===== config.mk =====
export PLATFORM = sky130hd
export DESIGN_NAME = ftac_top
export DESIGN_NICKNAME = d
export VERILOG_FILES = /design/src/rtl/ftac_pkg.sv /design/src/rtl/ftac_top.sv
export SDC_FILE = /design/constraint.sdc
export NUM_CORES = 2
export LEC_CHECK = 0
export ABC_AREA = 1
export ABC_CLOCK_PERIOD_IN_PS = 3470
export BUFFER_PORTS_ARGS = -buffer_cell sky130_fd_sc_hd__buf_4
export CORE_AREA = 3 3 279 281
export CTS_CLUSTER_DIAMETER = 30
export DETAILED_ROUTE_END_ITERATION = 6
export DIE_AREA = 0 0 282 284
export PLACE_DENSITY = 0.57
export REMOVE_ABC_BUFFERS = 1
export SLEW_MARGIN = 10
export SYNTH_ARGS = -nofsm -noshare
export SYNTH_HDL_FRONTEND = slang
export SYNTH_SLANG_ARGS = --single-unit

===== constraint.sdc =====
create_clock -name aclk -period 3.47 [get_ports aclk]
set_input_delay 0 -clock aclk [delete_from_list [all_inputs] [get_ports aclk]]
set_output_delay 0 -clock aclk [all_outputs]
set_load 0.01 [all_outputs]

===== src/rtl/ftac_pkg.sv =====
// Constants, types and helpers of the flash table access block.
// Assumes a 100 MHz core clock and an AXI4-Lite register master.
// Summary of operation
// Table read loads one byte into latch
// Programming uses whole 64-byte blocks only
// Core-started erase clears one 1024-byte block
// No whole-array erase from the core
// Fetch stalls until programming timer ends
// Illegal fetched word executes as no-op
// Program data moves only through latch
// Table accesses are byte granular
// Table write fills holding byte ptr[5:0]
// Pointer bits 20:6 select program block
// Pointer bits 20:10 select erase block
// Pointer is 22 bits from three bytes
// Table read uses all 22 pointer bits
// Auto adjust changes only low 21 bits
// Keep, post-inc, post-dec or pre-inc pointer
// Unlock port stores nothing, reads zero
// Erase-select makes next start an erase
// Writes need write-allow, clear after reset
// Error sets on start, clears on completion
// Start bit only settable, hardware clears
// Control bits 7:5 and 0 read zero
// Software writes 55h then AAh first
// Long write stalls about two milliseconds
// Holding registers survive programming
// No cycle without write-allow and unlock
package ftac_pkg;
    // ************************************************
    // Register map (byte addresses)
    // ************************************************
    localparam logic [7:0] PTR_LOW_ADDR  = 8'h00;
    localparam logic [7:0] PTR_HIGH_ADDR = 8'h04;
    localparam logic [7:0] PTR_UPPR_ADDR = 8'h08;
    localparam logic [7:0] LATCH_ADDR    = 8'h0C;
    localparam logic [7:0] CTRL_ADDR     = 8'h10;
    localparam logic [7:0] UNLOCK_ADDR   = 8'h14;
    localparam logic [7:0] CMD_ADDR      = 8'h18;
    localparam logic [7:0] STAT_ADDR     = 8'h1C;
    // ************************************************
    // Fields, keys and reset values
    // ************************************************
    localparam int FREE_BIT = 4;
    localparam int ERR_BIT  = 3;
    localparam int PROGRAM_WRITE_ALLOW_BIT = 2;
    localparam int WR_BIT   = 1;
    localparam int CMD_OP_BIT = 0;
    localparam logic [7:0]  KEY_FIRST  = 8'h55;
    localparam logic [7:0]  KEY_SECOND = 8'hAA;
    localparam logic [15:0] NOP_WORD   = 16'h0000;
    localparam logic [7:0]  BYTE_RESET = 8'h00;
    localparam logic [1:0]  RESP_OKAY   = 2'h0;
    localparam logic [1:0]  RESP_SLVERR = 2'h2;
    // Long write time and its cycle count
    localparam int LONG_TIME_NS = 2000000;
    localparam int CLK_PERIOD_NS = 10;
    localparam int LONG_CYCLES = LONG_TIME_NS / CLK_PERIOD_NS;
    // ************************************************
    // Types
    // ************************************************
    typedef enum logic [1:0] {
        PTR_KEEP     = 2'b00,
        PTR_POST_INC = 2'b01,
        PTR_POST_DEC = 2'b10,
        PTR_PRE_INC  = 2'b11
    } ftac_ptr_mode_e;
    typedef enum logic [1:0] {
        ST_IDLE    = 2'b00,
        ST_RD_WAIT = 2'b01,
        ST_LONG    = 2'b10
    } ftac_state_e;
    typedef struct packed {
        logic        rd_req;
        logic [21:0] rd_addr;
        logic        prog_start;
        logic [14:0] prog_block;
        logic        erase_start;
        logic [10:0] erase_block;
    } ftac_flash_cmd_s;
    // Step low 21 pointer bits, keep the top bit
    function automatic logic [21:0] ftac_ptr_step(
        input logic [21:0] p,
        input logic        dec);
        logic [20:0] low;
        low = dec ? p[20:0] - 21'h1 : p[20:0] + 21'h1;
        return {p[21], low};
    endfunction
endpackage


===== src/rtl/ftac_top.sv =====
// Table read/write and self-timed flash sequencer.
// Assumes a flash macro answering reads by rd_ack
// and an AXI4-Lite master on the same clock.
`timescale 1ns/1ns
`default_nettype none
module ftac_top
    import ftac_pkg::*;
#(
    parameter int unsigned LONG_CNT = LONG_CYCLES
) (
    input  wire logic         aclk,
    input  wire logic         aresetn,
    input  wire logic         por_n,
    input  wire logic         s_awvalid,
    output logic              s_awready,
    input  wire logic [7:0]   s_awaddr,
    input  wire logic         s_wvalid,
    output logic              s_wready,
    input  wire logic [31:0]  s_wdata,
    input  wire logic [3:0]   s_wstrb,
    output logic              s_bvalid,
    input  wire logic         s_bready,
    output logic [1:0]        s_bresp,
    input  wire logic         s_arvalid,
    output logic              s_arready,
    input  wire logic [7:0]   s_araddr,
    output logic              s_rvalid,
    input  wire logic         s_rready,
    output logic [31:0]       s_rdata,
    output logic [1:0]        s_rresp,
    output ftac_flash_cmd_s   flash_cmd,
    input  wire logic         flash_rd_ack,
    input  wire logic [7:0]   flash_rd_data,
    output logic [63:0][7:0]  flash_prog_data,
    input  wire logic [15:0]  fetch_word,
    input  wire logic         fetch_legal,
    input  wire logic         fetch_valid,
    output logic              fetch_stall,
    output logic [15:0]       issue_word,
    output logic              issue_valid
);
    localparam int CW = $clog2(LONG_CNT + 1);
    localparam logic [CW-1:0] CNT_LAST = CW'(LONG_CNT - 1);

    // Known register addresses
    function automatic logic addr_known(input logic [7:0] a);
        return (a[7:5] == 3'b000) && (a[1:0] == 2'b00);
    endfunction

    // ************************************************
    // AXI4-Lite write channel
    // ************************************************
    logic        aw_held_reg, aw_held_next;
    logic [7:0]  awaddr_reg, awaddr_next;
    logic        w_held_reg, w_held_next;
    logic [7:0]  wdata_reg, wdata_next;
    logic        wstrb_reg, wstrb_next;
    logic        bvalid_reg, bvalid_next;
    logic [1:0]  bresp_reg, bresp_next;
    logic        wr_fire;

    assign s_awready = !aw_held_reg;
    assign s_wready  = !w_held_reg;
    assign s_bvalid  = bvalid_reg;
    assign s_bresp   = bresp_reg;
    assign wr_fire   = aw_held_reg && w_held_reg && !bvalid_reg;

    // Hold address and data in either order
    always_comb begin
        aw_held_next = aw_held_reg;
        awaddr_next  = awaddr_reg;
        w_held_next  = w_held_reg;
        wdata_next   = wdata_reg;
        wstrb_next   = wstrb_reg;
        bvalid_next  = bvalid_reg;
        bresp_next   = bresp_reg;
        if (s_awvalid && !aw_held_reg) begin
            aw_held_next = 1'b1;
            awaddr_next  = s_awaddr;
        end
        if (s_wvalid && !w_held_reg) begin
            w_held_next = 1'b1;
            wdata_next  = s_wdata[7:0];
            wstrb_next  = s_wstrb[0];
        end
        if (wr_fire) begin
            aw_held_next = 1'b0;
            w_held_next  = 1'b0;
            bvalid_next  = 1'b1;
            bresp_next   = addr_known(awaddr_reg) ? RESP_OKAY : RESP_SLVERR;
        end else if (bvalid_reg && s_bready) begin
            bvalid_next = 1'b0;
        end
    end

    always_ff @(posedge aclk) begin
        if (!aresetn) begin
            aw_held_reg <= 1'b0;
            awaddr_reg  <= BYTE_RESET;
            w_held_reg  <= 1'b0;
            wdata_reg   <= BYTE_RESET;
            wstrb_reg   <= 1'b0;
            bvalid_reg  <= 1'b0;
            bresp_reg   <= RESP_OKAY;
        end else begin
            aw_held_reg <= aw_held_next;
            awaddr_reg  <= awaddr_next;
            w_held_reg  <= w_held_next;
            wdata_reg   <= wdata_next;
            wstrb_reg   <= wstrb_next;
            bvalid_reg  <= bvalid_next;
            bresp_reg   <= bresp_next;
        end
    end

    // ************************************************
    // Sequencer state
    // ************************************************
    ftac_state_e     state_reg, state_next;
    ftac_ptr_mode_e  mode_reg, mode_next;
    logic [21:0]     ptr_reg, ptr_next;
    logic [7:0]      latch_reg, latch_next;
    logic            free_reg, free_next;
    logic            err_reg, err_next;
    logic            program_write_allow_reg, program_write_allow_next;
    logic            wr_reg, wr_next;
    logic            key1_reg, key1_next;
    logic            armed_reg, armed_next;
    logic            erase_reg, erase_next;
    logic [CW-1:0]   cnt_reg, cnt_next;
    ftac_flash_cmd_s cmd_reg, cmd_next;
    logic [63:0][7:0] hold_reg, hold_next;
    logic            hold_we;
    logic [5:0]      hold_idx;
    logic [21:0]     acc_addr;
    logic            sw_wr;
    logic            long_done;

    assign sw_wr     = wr_fire && wstrb_reg;
    assign long_done = (state_reg == ST_LONG) && (cnt_reg == CNT_LAST);

    // Main next-state logic
    always_comb begin
        state_next = state_reg;
        mode_next  = mode_reg;
        ptr_next   = ptr_reg;
        latch_next = latch_reg;
        free_next  = free_reg;
        err_next   = err_reg;
        program_write_allow_next  = program_write_allow_reg;
        wr_next    = wr_reg;
        key1_next  = key1_reg;
        armed_next = armed_reg;
        erase_next = erase_reg;
        cnt_next   = cnt_reg;
        cmd_next   = cmd_reg;
        hold_we    = 1'b0;
        hold_idx   = 6'h00;
        acc_addr   = ptr_reg;
        cmd_next.rd_req      = 1'b0;
        cmd_next.prog_start  = 1'b0;
        cmd_next.erase_start = 1'b0;
        // Return one byte into the latch
        if (state_reg == ST_RD_WAIT && flash_rd_ack) begin
            latch_next = flash_rd_data;
            state_next = ST_IDLE;
            if (mode_reg == PTR_POST_INC) begin
                ptr_next = ftac_ptr_step(ptr_reg, 1'b0);
            end else if (mode_reg == PTR_POST_DEC) begin
                ptr_next = ftac_ptr_step(ptr_reg, 1'b1);
            end
        end
        // Self-timed operation ends on the timer
        if (state_reg == ST_LONG) begin
            cnt_next = cnt_reg + CW'(1);
            if (long_done) begin
                state_next = ST_IDLE;
                wr_next    = 1'b0;
                err_next   = 1'b0;
                if (erase_reg) begin
                    free_next = 1'b0;
                end
            end
        end
        if (sw_wr) begin
            armed_next = 1'b0;
            key1_next  = 1'b0;
            case (awaddr_reg)
                PTR_LOW_ADDR: begin
                    if (state_reg == ST_IDLE) begin
                        ptr_next[7:0] = wdata_reg;
                    end
                end
                PTR_HIGH_ADDR: begin
                    if (state_reg == ST_IDLE) begin
                        ptr_next[15:8] = wdata_reg;
                    end
                end
                PTR_UPPR_ADDR: begin
                    if (state_reg == ST_IDLE) begin
                        ptr_next[21:16] = wdata_reg[5:0];
                    end
                end
                LATCH_ADDR: begin
                    if (state_reg == ST_IDLE) begin
                        latch_next = wdata_reg;
                    end
                end
                UNLOCK_ADDR: begin
                    // Two-key sequence, nothing stored
                    key1_next  = (wdata_reg == KEY_FIRST);
                    armed_next = key1_reg && (wdata_reg == KEY_SECOND);
                end
                CTRL_ADDR: begin
                    free_next = wdata_reg[FREE_BIT];
                    program_write_allow_next = wdata_reg[PROGRAM_WRITE_ALLOW_BIT];
                    if (!(wdata_reg[WR_BIT] && state_reg == ST_LONG)) begin
                        err_next = wdata_reg[ERR_BIT];
                    end
                    // Start only when idle; zero has no effect
                    if (wdata_reg[WR_BIT] && state_reg == ST_IDLE) begin
                        err_next = 1'b1;
                        if (armed_reg && wdata_reg[PROGRAM_WRITE_ALLOW_BIT]) begin
                            wr_next    = 1'b1;
                            state_next = ST_LONG;
                            cnt_next   = '0;
                            erase_next = wdata_reg[FREE_BIT];
                            if (wdata_reg[FREE_BIT]) begin
                                cmd_next.erase_start = 1'b1;
                                cmd_next.erase_block = ptr_reg[20:10];
                            end else begin
                                cmd_next.prog_start = 1'b1;
                                cmd_next.prog_block = ptr_reg[20:6];
                            end
                        end
                    end
                end
                CMD_ADDR: begin
                    if (state_reg == ST_IDLE) begin
                        mode_next = ftac_ptr_mode_e'(wdata_reg[2:1]);
                        if (wdata_reg[2:1] == PTR_PRE_INC) begin
                            acc_addr = ftac_ptr_step(ptr_reg, 1'b0);
                            ptr_next = acc_addr;
                        end
                        if (wdata_reg[CMD_OP_BIT]) begin
                            // Short write into a holding byte
                            hold_we  = 1'b1;
                            hold_idx = acc_addr[5:0];
                            if (wdata_reg[2:1] == PTR_POST_INC) begin
                                ptr_next = ftac_ptr_step(ptr_reg, 1'b0);
                            end else if (wdata_reg[2:1] == PTR_POST_DEC) begin
                                ptr_next = ftac_ptr_step(ptr_reg, 1'b1);
                            end
                        end else begin
                            cmd_next.rd_req  = 1'b1;
                            cmd_next.rd_addr = acc_addr;
                            state_next       = ST_RD_WAIT;
                        end
                    end
                end
                default: begin
                end
            endcase
        end
        // Reset aborting a long write leaves the error set
        if (!aresetn) begin
            err_next = err_reg || (state_reg == ST_LONG);
        end
    end

    // Holding bytes, never cleared by programming
    always_comb begin
        hold_next = hold_reg;
        if (hold_we) begin
            hold_next[hold_idx] = latch_reg;
        end
    end

    always_ff @(posedge aclk) begin
        if (!por_n) begin
            err_reg <= 1'b0;
        end else begin
            err_reg <= err_next;
        end
    end

    always_ff @(posedge aclk) begin
        if (!aresetn) begin
            state_reg <= ST_IDLE;
            mode_reg  <= PTR_KEEP;
            ptr_reg   <= '0;
            latch_reg <= BYTE_RESET;
            free_reg  <= 1'b0;
            program_write_allow_reg  <= 1'b0;
            wr_reg    <= 1'b0;
            key1_reg  <= 1'b0;
            armed_reg <= 1'b0;
            erase_reg <= 1'b0;
            cnt_reg   <= '0;
            cmd_reg   <= '0;
            hold_reg  <= '0;
        end else begin
            state_reg <= state_next;
            mode_reg  <= mode_next;
            ptr_reg   <= ptr_next;
            latch_reg <= latch_next;
            free_reg  <= free_next;
            program_write_allow_reg  <= program_write_allow_next;
            wr_reg    <= wr_next;
            key1_reg  <= key1_next;
            armed_reg <= armed_next;
            erase_reg <= erase_next;
            cnt_reg   <= cnt_next;
            cmd_reg   <= cmd_next;
            hold_reg  <= hold_next;
        end
    end

    assign flash_cmd       = cmd_reg;
    assign flash_prog_data = hold_reg;
    assign fetch_stall     = (state_reg == ST_LONG);

    // ************************************************
    // Fetch path
    // ************************************************
    logic [15:0] iw_reg, iw_next;
    logic        iv_reg, iv_next;

    // Illegal words issue as no-op; none while stalled
    always_comb begin
        iw_next = fetch_legal ? fetch_word : NOP_WORD;
        iv_next = fetch_valid && !fetch_stall;
    end

    always_ff @(posedge aclk) begin
        if (!aresetn) begin
            iw_reg <= NOP_WORD;
            iv_reg <= 1'b0;
        end else begin
            iw_reg <= iw_next;
            iv_reg <= iv_next;
        end
    end

    assign issue_word  = iw_reg;
    assign issue_valid = iv_reg;

    // ************************************************
    // AXI4-Lite read channel
    // ************************************************
    logic        rvalid_reg, rvalid_next;
    logic [7:0]  rdata_reg, rdata_next;
    logic [1:0]  rresp_reg, rresp_next;

    assign s_arready = !rvalid_reg;
    assign s_rvalid  = rvalid_reg;
    assign s_rdata   = {24'h000000, rdata_reg};
    assign s_rresp   = rresp_reg;

    // Read multiplexer
    always_comb begin
        rvalid_next = rvalid_reg;
        rdata_next  = rdata_reg;
        rresp_next  = rresp_reg;
        if (s_arvalid && !rvalid_reg) begin
            rvalid_next = 1'b1;
            rresp_next  = addr_known(s_araddr) ? RESP_OKAY : RESP_SLVERR;
            case (s_araddr)
                PTR_LOW_ADDR:  rdata_next = ptr_reg[7:0];
                PTR_HIGH_ADDR: rdata_next = ptr_reg[15:8];
                PTR_UPPR_ADDR: rdata_next = {2'b00, ptr_reg[21:16]};
                LATCH_ADDR:    rdata_next = latch_reg;
                CTRL_ADDR:     rdata_next = {3'b000, free_reg, err_reg,
                                             program_write_allow_reg, wr_reg, 1'b0};
                CMD_ADDR:      rdata_next = {5'h00, mode_reg, 1'b0};
                STAT_ADDR:     rdata_next = {6'h00, fetch_stall,
                                             state_reg == ST_RD_WAIT};
                default:       rdata_next = BYTE_RESET;
            endcase
        end else if (rvalid_reg && s_rready) begin
            rvalid_next = 1'b0;
        end
    end

    always_ff @(posedge aclk) begin
        if (!aresetn) begin
            rvalid_reg <= 1'b0;
            rdata_reg  <= BYTE_RESET;
            rresp_reg  <= RESP_OKAY;
        end else begin
            rvalid_reg <= rvalid_next;
            rdata_reg  <= rdata_next;
            rresp_reg  <= rresp_next;
        end
    end

    // ************************************************
    // Assertions
    // ************************************************
    property p_rd_latch;
        @(posedge aclk) disable iff (!aresetn)
        (state_reg == ST_RD_WAIT && flash_rd_ack)
            |=> latch_reg == $past(flash_rd_data);
    endproperty
    a_rd_latch: assert property (p_rd_latch)
        else $error("latch missed read byte");

    property p_hold_fill;
        @(posedge aclk) disable iff (!aresetn)
        hold_we |=> hold_reg[$past(hold_idx)] == $past(latch_reg);
    endproperty
    a_hold_fill: assert property (p_hold_fill)
        else $error("holding byte not written");

    property p_prog_blk;
        @(posedge aclk) disable iff (!aresetn)
        flash_cmd.prog_start |-> flash_cmd.prog_block == ptr_reg[20:6]
            && fetch_stall && program_write_allow_reg;
    endproperty
    a_prog_blk: assert property (p_prog_blk)
        else $error("wrong program block");

    property p_erase_blk;
        @(posedge aclk) disable iff (!aresetn)
        flash_cmd.erase_start |-> flash_cmd.erase_block == ptr_reg[20:10]
            && program_write_allow_reg;
    endproperty
    a_erase_blk: assert property (p_erase_blk)
        else $error("wrong erase block");

    property p_top_bit;
        @(posedge aclk) disable iff (!aresetn)
        !(sw_wr && awaddr_reg == PTR_UPPR_ADDR)
            |=> $stable(ptr_reg[21]);
    endproperty
    a_top_bit: assert property (p_top_bit)
        else $error("pointer top bit moved");

    property p_unlock_zero;
        @(posedge aclk) disable iff (!aresetn)
        (s_arvalid && s_arready && s_araddr == UNLOCK_ADDR)
            |=> s_rvalid && s_rdata == 32'h00000000;
    endproperty
    a_unlock_zero: assert property (p_unlock_zero)
        else $error("unlock port read nonzero");

    property p_wr_clear;
        @(posedge aclk) disable iff (!aresetn)
        $fell(wr_reg) && $past(aresetn) |-> $past(long_done) && !fetch_stall;
    endproperty
    a_wr_clear: assert property (p_wr_clear)
        else $error("start bit cleared early");

    property p_err_on_start;
        @(posedge aclk) disable iff (!aresetn)
        $rose(wr_reg) |-> err_reg ##1 err_reg;
    endproperty
    a_err_on_start: assert property (p_err_on_start)
        else $error("error flag not set at start");

    property p_no_bad_start;
        @(posedge aclk) disable iff (!aresetn)
        $rose(fetch_stall) |-> $past(armed_reg) && program_write_allow_reg && wr_reg;
    endproperty
    a_no_bad_start: assert property (p_no_bad_start)
        else $error("cycle started without unlock");

    property p_stall_len;
        @(posedge aclk) disable iff (!aresetn)
        fetch_stall |-> cnt_reg <= CNT_LAST ##1 !issue_valid;
    endproperty
    a_stall_len: assert property (p_stall_len)
        else $error("stall counter overran");
endmodule
`default_nettype wire


Word-level counts from Yosys, hierarchy flattened
Cells that the tools add are included.
{"block": "word_totals", "register_bits": 672, "input_bits": 87, "output_inout_bits": 622}
{"block": "op_classes", "n_addsub": 3, "n_lt_le_gt_ge": 2, "eq_ne": 24, "n_mux": 75, "bitwise": 3, "n_reduce_logical": 44}
{"op": "$bwmux W512", "n": 1}
{"op": "$mux W22", "n": 5}
{"op": "$mux W21", "n": 5}
{"op": "$mux W18", "n": 5}
{"op": "$mux W8", "n": 7}
{"op": "$pmux W8 S7", "n": 1}
{"op": "$demux W8 S6", "n": 1}
{"op": "$eq A8 B5 Y1 const B", "n": 6}
{"op": "$eq A8 B4 Y1 const B", "n": 4}
{"op": "$pmux W8 S2", "n": 2}
{"op": "$mux W6", "n": 5}
{"op": "$mux W1", "n": 28}
{"op": "$mux W23", "n": 1}
{"op": "$add A21 B1 Y21 const B", "n": 1}
{"op": "$sub A21 B1 Y21 const B", "n": 1}
{"op": "$mux W2", "n": 10}
{"op": "$add A18 B1 Y18 const B", "n": 1}
{"op": "$eq A18 B18 Y1 const B", "n": 1}
{"op": "$logic_and A1 B1 Y1", "n": 18}
{"op": "$eq A8 B3 Y1 const B", "n": 2}
{"op": "$logic_not A8 Y1", "n": 2}
{"op": "$mux W16", "n": 1}
{"op": "$reduce_and A5 Y1", "n": 3}
{"op": "$mux W12", "n": 1}
{"op": "19 further kinds", "n": 39}

Longest topological paths before layout
{"block": "depth", "word_depth": 11, "ltp_mapped": 17, "mapped_depth_nobuf": 16}

Worst setup path before layout
No wires, ideal clock.
{"block": "synth_timing", "kind": "register to register", "startpoint": "register ptr_reg[0]", "endpoint": "register hold_reg (netlist bit flash_prog_data[309])", "setup_ps": 86, "arrival_ps": 2327, "required_time_ps": 3384, "path_slack_ps": 1057, "stages_incl_launch_ff": 13, "n_path_buf": 1, "period_less_slack_ps": 2413, "cell_sequence": "dfxtp_1 -> ha_1 -> nand3_2 -> xor2_2 -> nand2_1 -> o21ai_2 -> inv_1 -> nor3_4 -> nand2_4 -> nor2_4 -> buf_4 -> nor2_1 -> a211oi_1"}
{"block": "synth_between", "elab_chain_cells": 11, "word_cells_on_any_way": 12, "cone_classes": "add/sub: 1; order compare: 2; mux: 8; reduce/logical: 1"}
{"item": "from (decl)", "line": "ftac_top.sv:121", "text": "logic [21:0] ptr_reg, ptr_next;"}
{"item": "from (signal assigned)", "line": "ftac_top.sv:305", "text": "ptr_reg <= ptr_next;"}
{"item": "$add A21 B1 Y21"}
{"item": "$mux W21 (*)", "line": "ftac_top.sv:241", "text": "if (wdata_reg[2:1] == PTR_PRE_INC) begin"}
{"item": "$mux W6 (*)", "line": "ftac_top.sv:245", "text": "if (wdata_reg[CMD_OP_BIT]) begin"}
{"item": "$mux W6 (*)", "line": "ftac_top.sv:239", "text": "if (state_reg == ST_IDLE) begin"}
{"item": "$mux W6 (*)", "line": "ftac_top.sv:188", "text": "case (awaddr_reg)"}
{"item": "$mux W6 (*)", "line": "ftac_top.sv:185", "text": "if (sw_wr) begin"}
{"item": "$lt A6 B7 Y1 (implied by the code) / $ge A6 B1 Y1 (equally long branches)", "line": "ftac_top.sv:275", "text": "hold_next[hold_idx] = latch_reg;"}
{"item": "$logic_and A1 B1 Y1 (implied by the code)", "line": "ftac_top.sv:275"}
{"item": "$mux W8 (implied by the code)", "line": "ftac_top.sv:275"}
{"item": "$demux W8 S6 (*)", "line": "ftac_top.sv:275"}
{"item": "$bwmux W512 (*)", "line": "ftac_top.sv:275"}
{"item": "to (signal assigned)", "line": "ftac_top.sv:315", "text": "hold_reg <= hold_next;"}
{"item": "to (decl)", "line": "ftac_top.sv:132", "text": "logic [63:0][7:0] hold_reg, hold_next;"}
Every way passes the cells marked *; elsewhere a longest branch is shown, timed or not.
A chain may end at the register's enable or synchronous reset.

Worst setup path in the final report
{"block": "layout_timing", "startpoint": "register awaddr_reg[7]", "endpoint": "register hold_reg (netlist bit flash_prog_data[452])"}
{"block": "layout_between", "elab_chain_cells": 8, "word_cells_on_any_way": 11, "cone_classes": "order compare: 2; eq/ne: 1; mux: 7; reduce/logical: 1"}
{"item": "from (decl)", "line": "ftac_top.sv:54", "text": "logic [7:0] awaddr_reg, awaddr_next;"}
{"item": "from (signal assigned)", "line": "ftac_top.sv:107", "text": "awaddr_reg <= awaddr_next;"}
{"item": "$eq A8 B5 Y1 (*)", "line": "ftac_top.sv:188"}
{"item": "$mux W6", "line": "ftac_top.sv:188"}
{"item": "$mux W6", "line": "ftac_top.sv:185"}
{"item": "$lt A6 B7 Y1 (implied by the code) / $ge A6 B1 Y1 (equally long branches)", "line": "ftac_top.sv:275"}
{"item": "$logic_and A1 B1 Y1 (implied by the code)", "line": "ftac_top.sv:275"}
{"item": "$mux W8 (implied by the code)", "line": "ftac_top.sv:275"}
{"item": "$demux W8 S6", "line": "ftac_top.sv:275"}
{"item": "$bwmux W512", "line": "ftac_top.sv:275"}
Marks and branches as above.

==> results_dict.tcl <==
set metrics [dict create \
    yosysTopAreaCellShare_pct 50.2 \
    track_usage_pct 25.6 \
    synth_common_cells "dfxtp_1 (670), a21oi_1 (508), o21ai_0 (483)" \
    routedWlPerCell_um 20.9 \
    multi_input_area_mm2 0.0114 \
    synth_simple_gate_area_share_pct 15.6 \
    ys_warn_count 0 \
    final_core_util_pct 51.2 \
    gr-total-overflow 0 \
    num_rows 101 \
    seq_area_mm2 0.0134 \
    drtAntennaViolNets 0 \
    synthArstFlopShare_pct 0 \
    grt_pass1_vias 24200 \
    drt-pass1-iter-count 6 \
    cp-start-kind "register" \
    rsz0062_at_grt "yes" \
    status "finished, final reports clean" \
    cp.arrival_ps 3860 \
    core-area_mm2 0.0757 \
    die_h_um 284 \
    powerDensity_mw_per_mm2 614 \
    grt_pass1_wl_mm 156 \
    dieArea_mm2 0.0801 \
    setup_viol 0 \
    synth_compound_area_share_pct 24.9 \
    ys_ff_latch 670 \
    fin_tns_setup_ps 0 \
    start_util_pct 35.3 \
    clkSlewWorstSetupHoldPaths_ps 50 \
    maxCapViolCount 0 \
    largest_reg_flops 512 \
    synth_top_family_by_area "compound AO/OA/AOI/OAI gates" \
    fill_cells 7015 \
    cp-end-kind "register" \
    setup_ws_ps 245 \
    min_period_over_period_pct 92.9 \
    clk_latency_ps 740 \
    maxSlewHeadroom_pct 39.0 \
    fin_crit_ps 3220 \
    syn_area_mm2 0.0267 \
    cp_max_fo 20 \
    synthCells 3278 \
    synth.most_common_cell "dfxtp_1" \
    io_buffer_count 655 \
    finalClockSkew_ps 60.6 \
    synth_area_per_cell_um2 8.15 \
    slew_violations 0 \
    clock-sinks 670 \
    power.total_uw 23800 \
    cts_tree "done" \
    synth_area_leaders "dfxtp_1 (50%), a21oi_1 (9.5%), o21ai_0 (9.0%)" \
    worst_slew_pin_slew_ps 908 \
    synth_edf_count 0 \
    routed_wl_mm 106 \
    dpl.hpwl_mm 70.9 \
    syn2layout_area_growth_pct 45.1 \
    drt_iter0_markers 1805 \
    antenna_found_initial 1 \
    path_class "reg -> reg" \
    place_ws_ps 170 \
    cts_buffers 152 \
    ios 709 \
    nets 4072 \
    synthAdderAreaFrac_pct 0.281 \
    ys_types 54 \
    hold_viol 0 \
    yosysTopAreaCell "dfxtp_1" \
    fmax_ghz 0.310 \
    clockBufferDepth 3 \
    htree_num_levels 4 \
    clockRootBuffer "clkbuf_16" \
    vias_per_cell 5.06 \
    grt_max_degree 192 \
    ys.flop_type "dfxtp_1" \
    dr_total_vias 25700 \
    leakagePower_uw 0.0169 \
    synthMuxAreaShare_pct 0 \
    peakVddDrop_mv 0.516 \
    hold_path.class "in -> reg" \
    ys_seq_area_share_pct 50.2 \
    die_w_um 282 \
    remaining_drc_errors 0 \
    required_ps 4110 \
    synth_xor_area_share_pct 1.30 \
    final_layout_size_suffix_gt1_share_pct 27.0 \
    finalWeightedCongestion 0.954 \
]
-- routing by layer --
metal  part of all wire, %  up-vias  track usage (%)
li1                      -    12600                -
met1                    42    11900             32.3
met2                    47      961             41.5
met3                   6.9      221             6.06
met4                   4.0        0             11.3
met5                     0        -                0
-- repair_timing --
item,CTS,global route
buffers inserted,0,2
resized for setup,0,9
hold buffers,89,0
setup endpoints to repair,0,61
endpoints found under the hold margin,141,0
-- report_power, final --
| group | switching, uW | total (uW) | leakage, uW | internal, uW |
|---|---|---|---|---|
| combinational | 363 | 573 | 0.00872 | 210 |
| clock | 4810 | 15500 | 0.00273 | 10700 |
| sequential | 23.4 | 7770 | 0.00540 | 7750 |
-- through the flow --
step                std cells  hold WS [ps]  cell area [um^2]
floorplan                3024           106             25500
CTS                      5079          6.18             38700
detailed placement       4712           220             32200
finish                   5082          80.2             38800
global route             5081          59.5             38800
global placement         4712           212             32200
-- area by class of cell --
class,count,share of cell area [%]
clock inverter,73,3.39
clock buffer,205,11.2
multi-input combinational,2165,29.4
sequential,670,34.6
tap,978,3.16
timing repair buffer,801,16.4
inverter,189,1.87
antenna,1,0.00645
-- cells in the final DEF (no fill, tap or decap), types with 21 or more instances in the layout --
cell type / instances
nand3_1: 74
buf_4: 701
inv_1: 170
clkinv_2: 25
xor2_1: 32
dlygate4sd3_1: 89
clkbuf_8: 31
nor2_1: 290
clkbuf_1: 21
a21oi_1: 508
bufinv_16: 25
nor2_4: 55
dfxtp_1: 670
conb_1: 26
nand2_1: 375
clkbuf_16: 153
a211oi_1: 143
o21ai_0: 483
-- logic make-up (layout without fill, tap and decap cells) --
logic type      Yosys count  in the layout
compound gates         1209           1209
simple gates            886            886
flops                   670            670
buf+inv                 468           1268
xor+xnor                 38             38
fa+ha+maj                 6              6
other cells               1             27
-- worst max-delay path, stage by stage, from the launching register on --
cell and delay [ps]:
dfxtp_1 330, nor2_1 150, inv_1 70, nor2_1 90
inv_1 90, nor2_2 160, nand3_4 320, nor2_8 250
nand2_4 160, nor2_8 200, nand3_4 290, nor2_2 600
o21ai_0 200, a21oi_1 180
-- worst paths after layout --
path | start | endpoint | slack (ps) | cells after the start
setup reg to reg | awaddr_reg[7]$_SDFFE_PN0P_ | flash_prog_data[452]$_SDFFE_PN0P_ | 250 | 13
hold reg to reg | flash_cmd[19]$_SDFFE_PN0P_ | flash_cmd[19]$_SDFFE_PN0P_ | 450 | 2
setup / recovery | awaddr_reg[7]$_SDFFE_PN0P_ | flash_prog_data[452]$_SDFFE_PN0P_ | 250 | 13
hold / removal | s_araddr[7] | rdata_reg[6]$_SDFFE_PN0P_ | 80 | 10
Power figures use the tool's default switching activity.
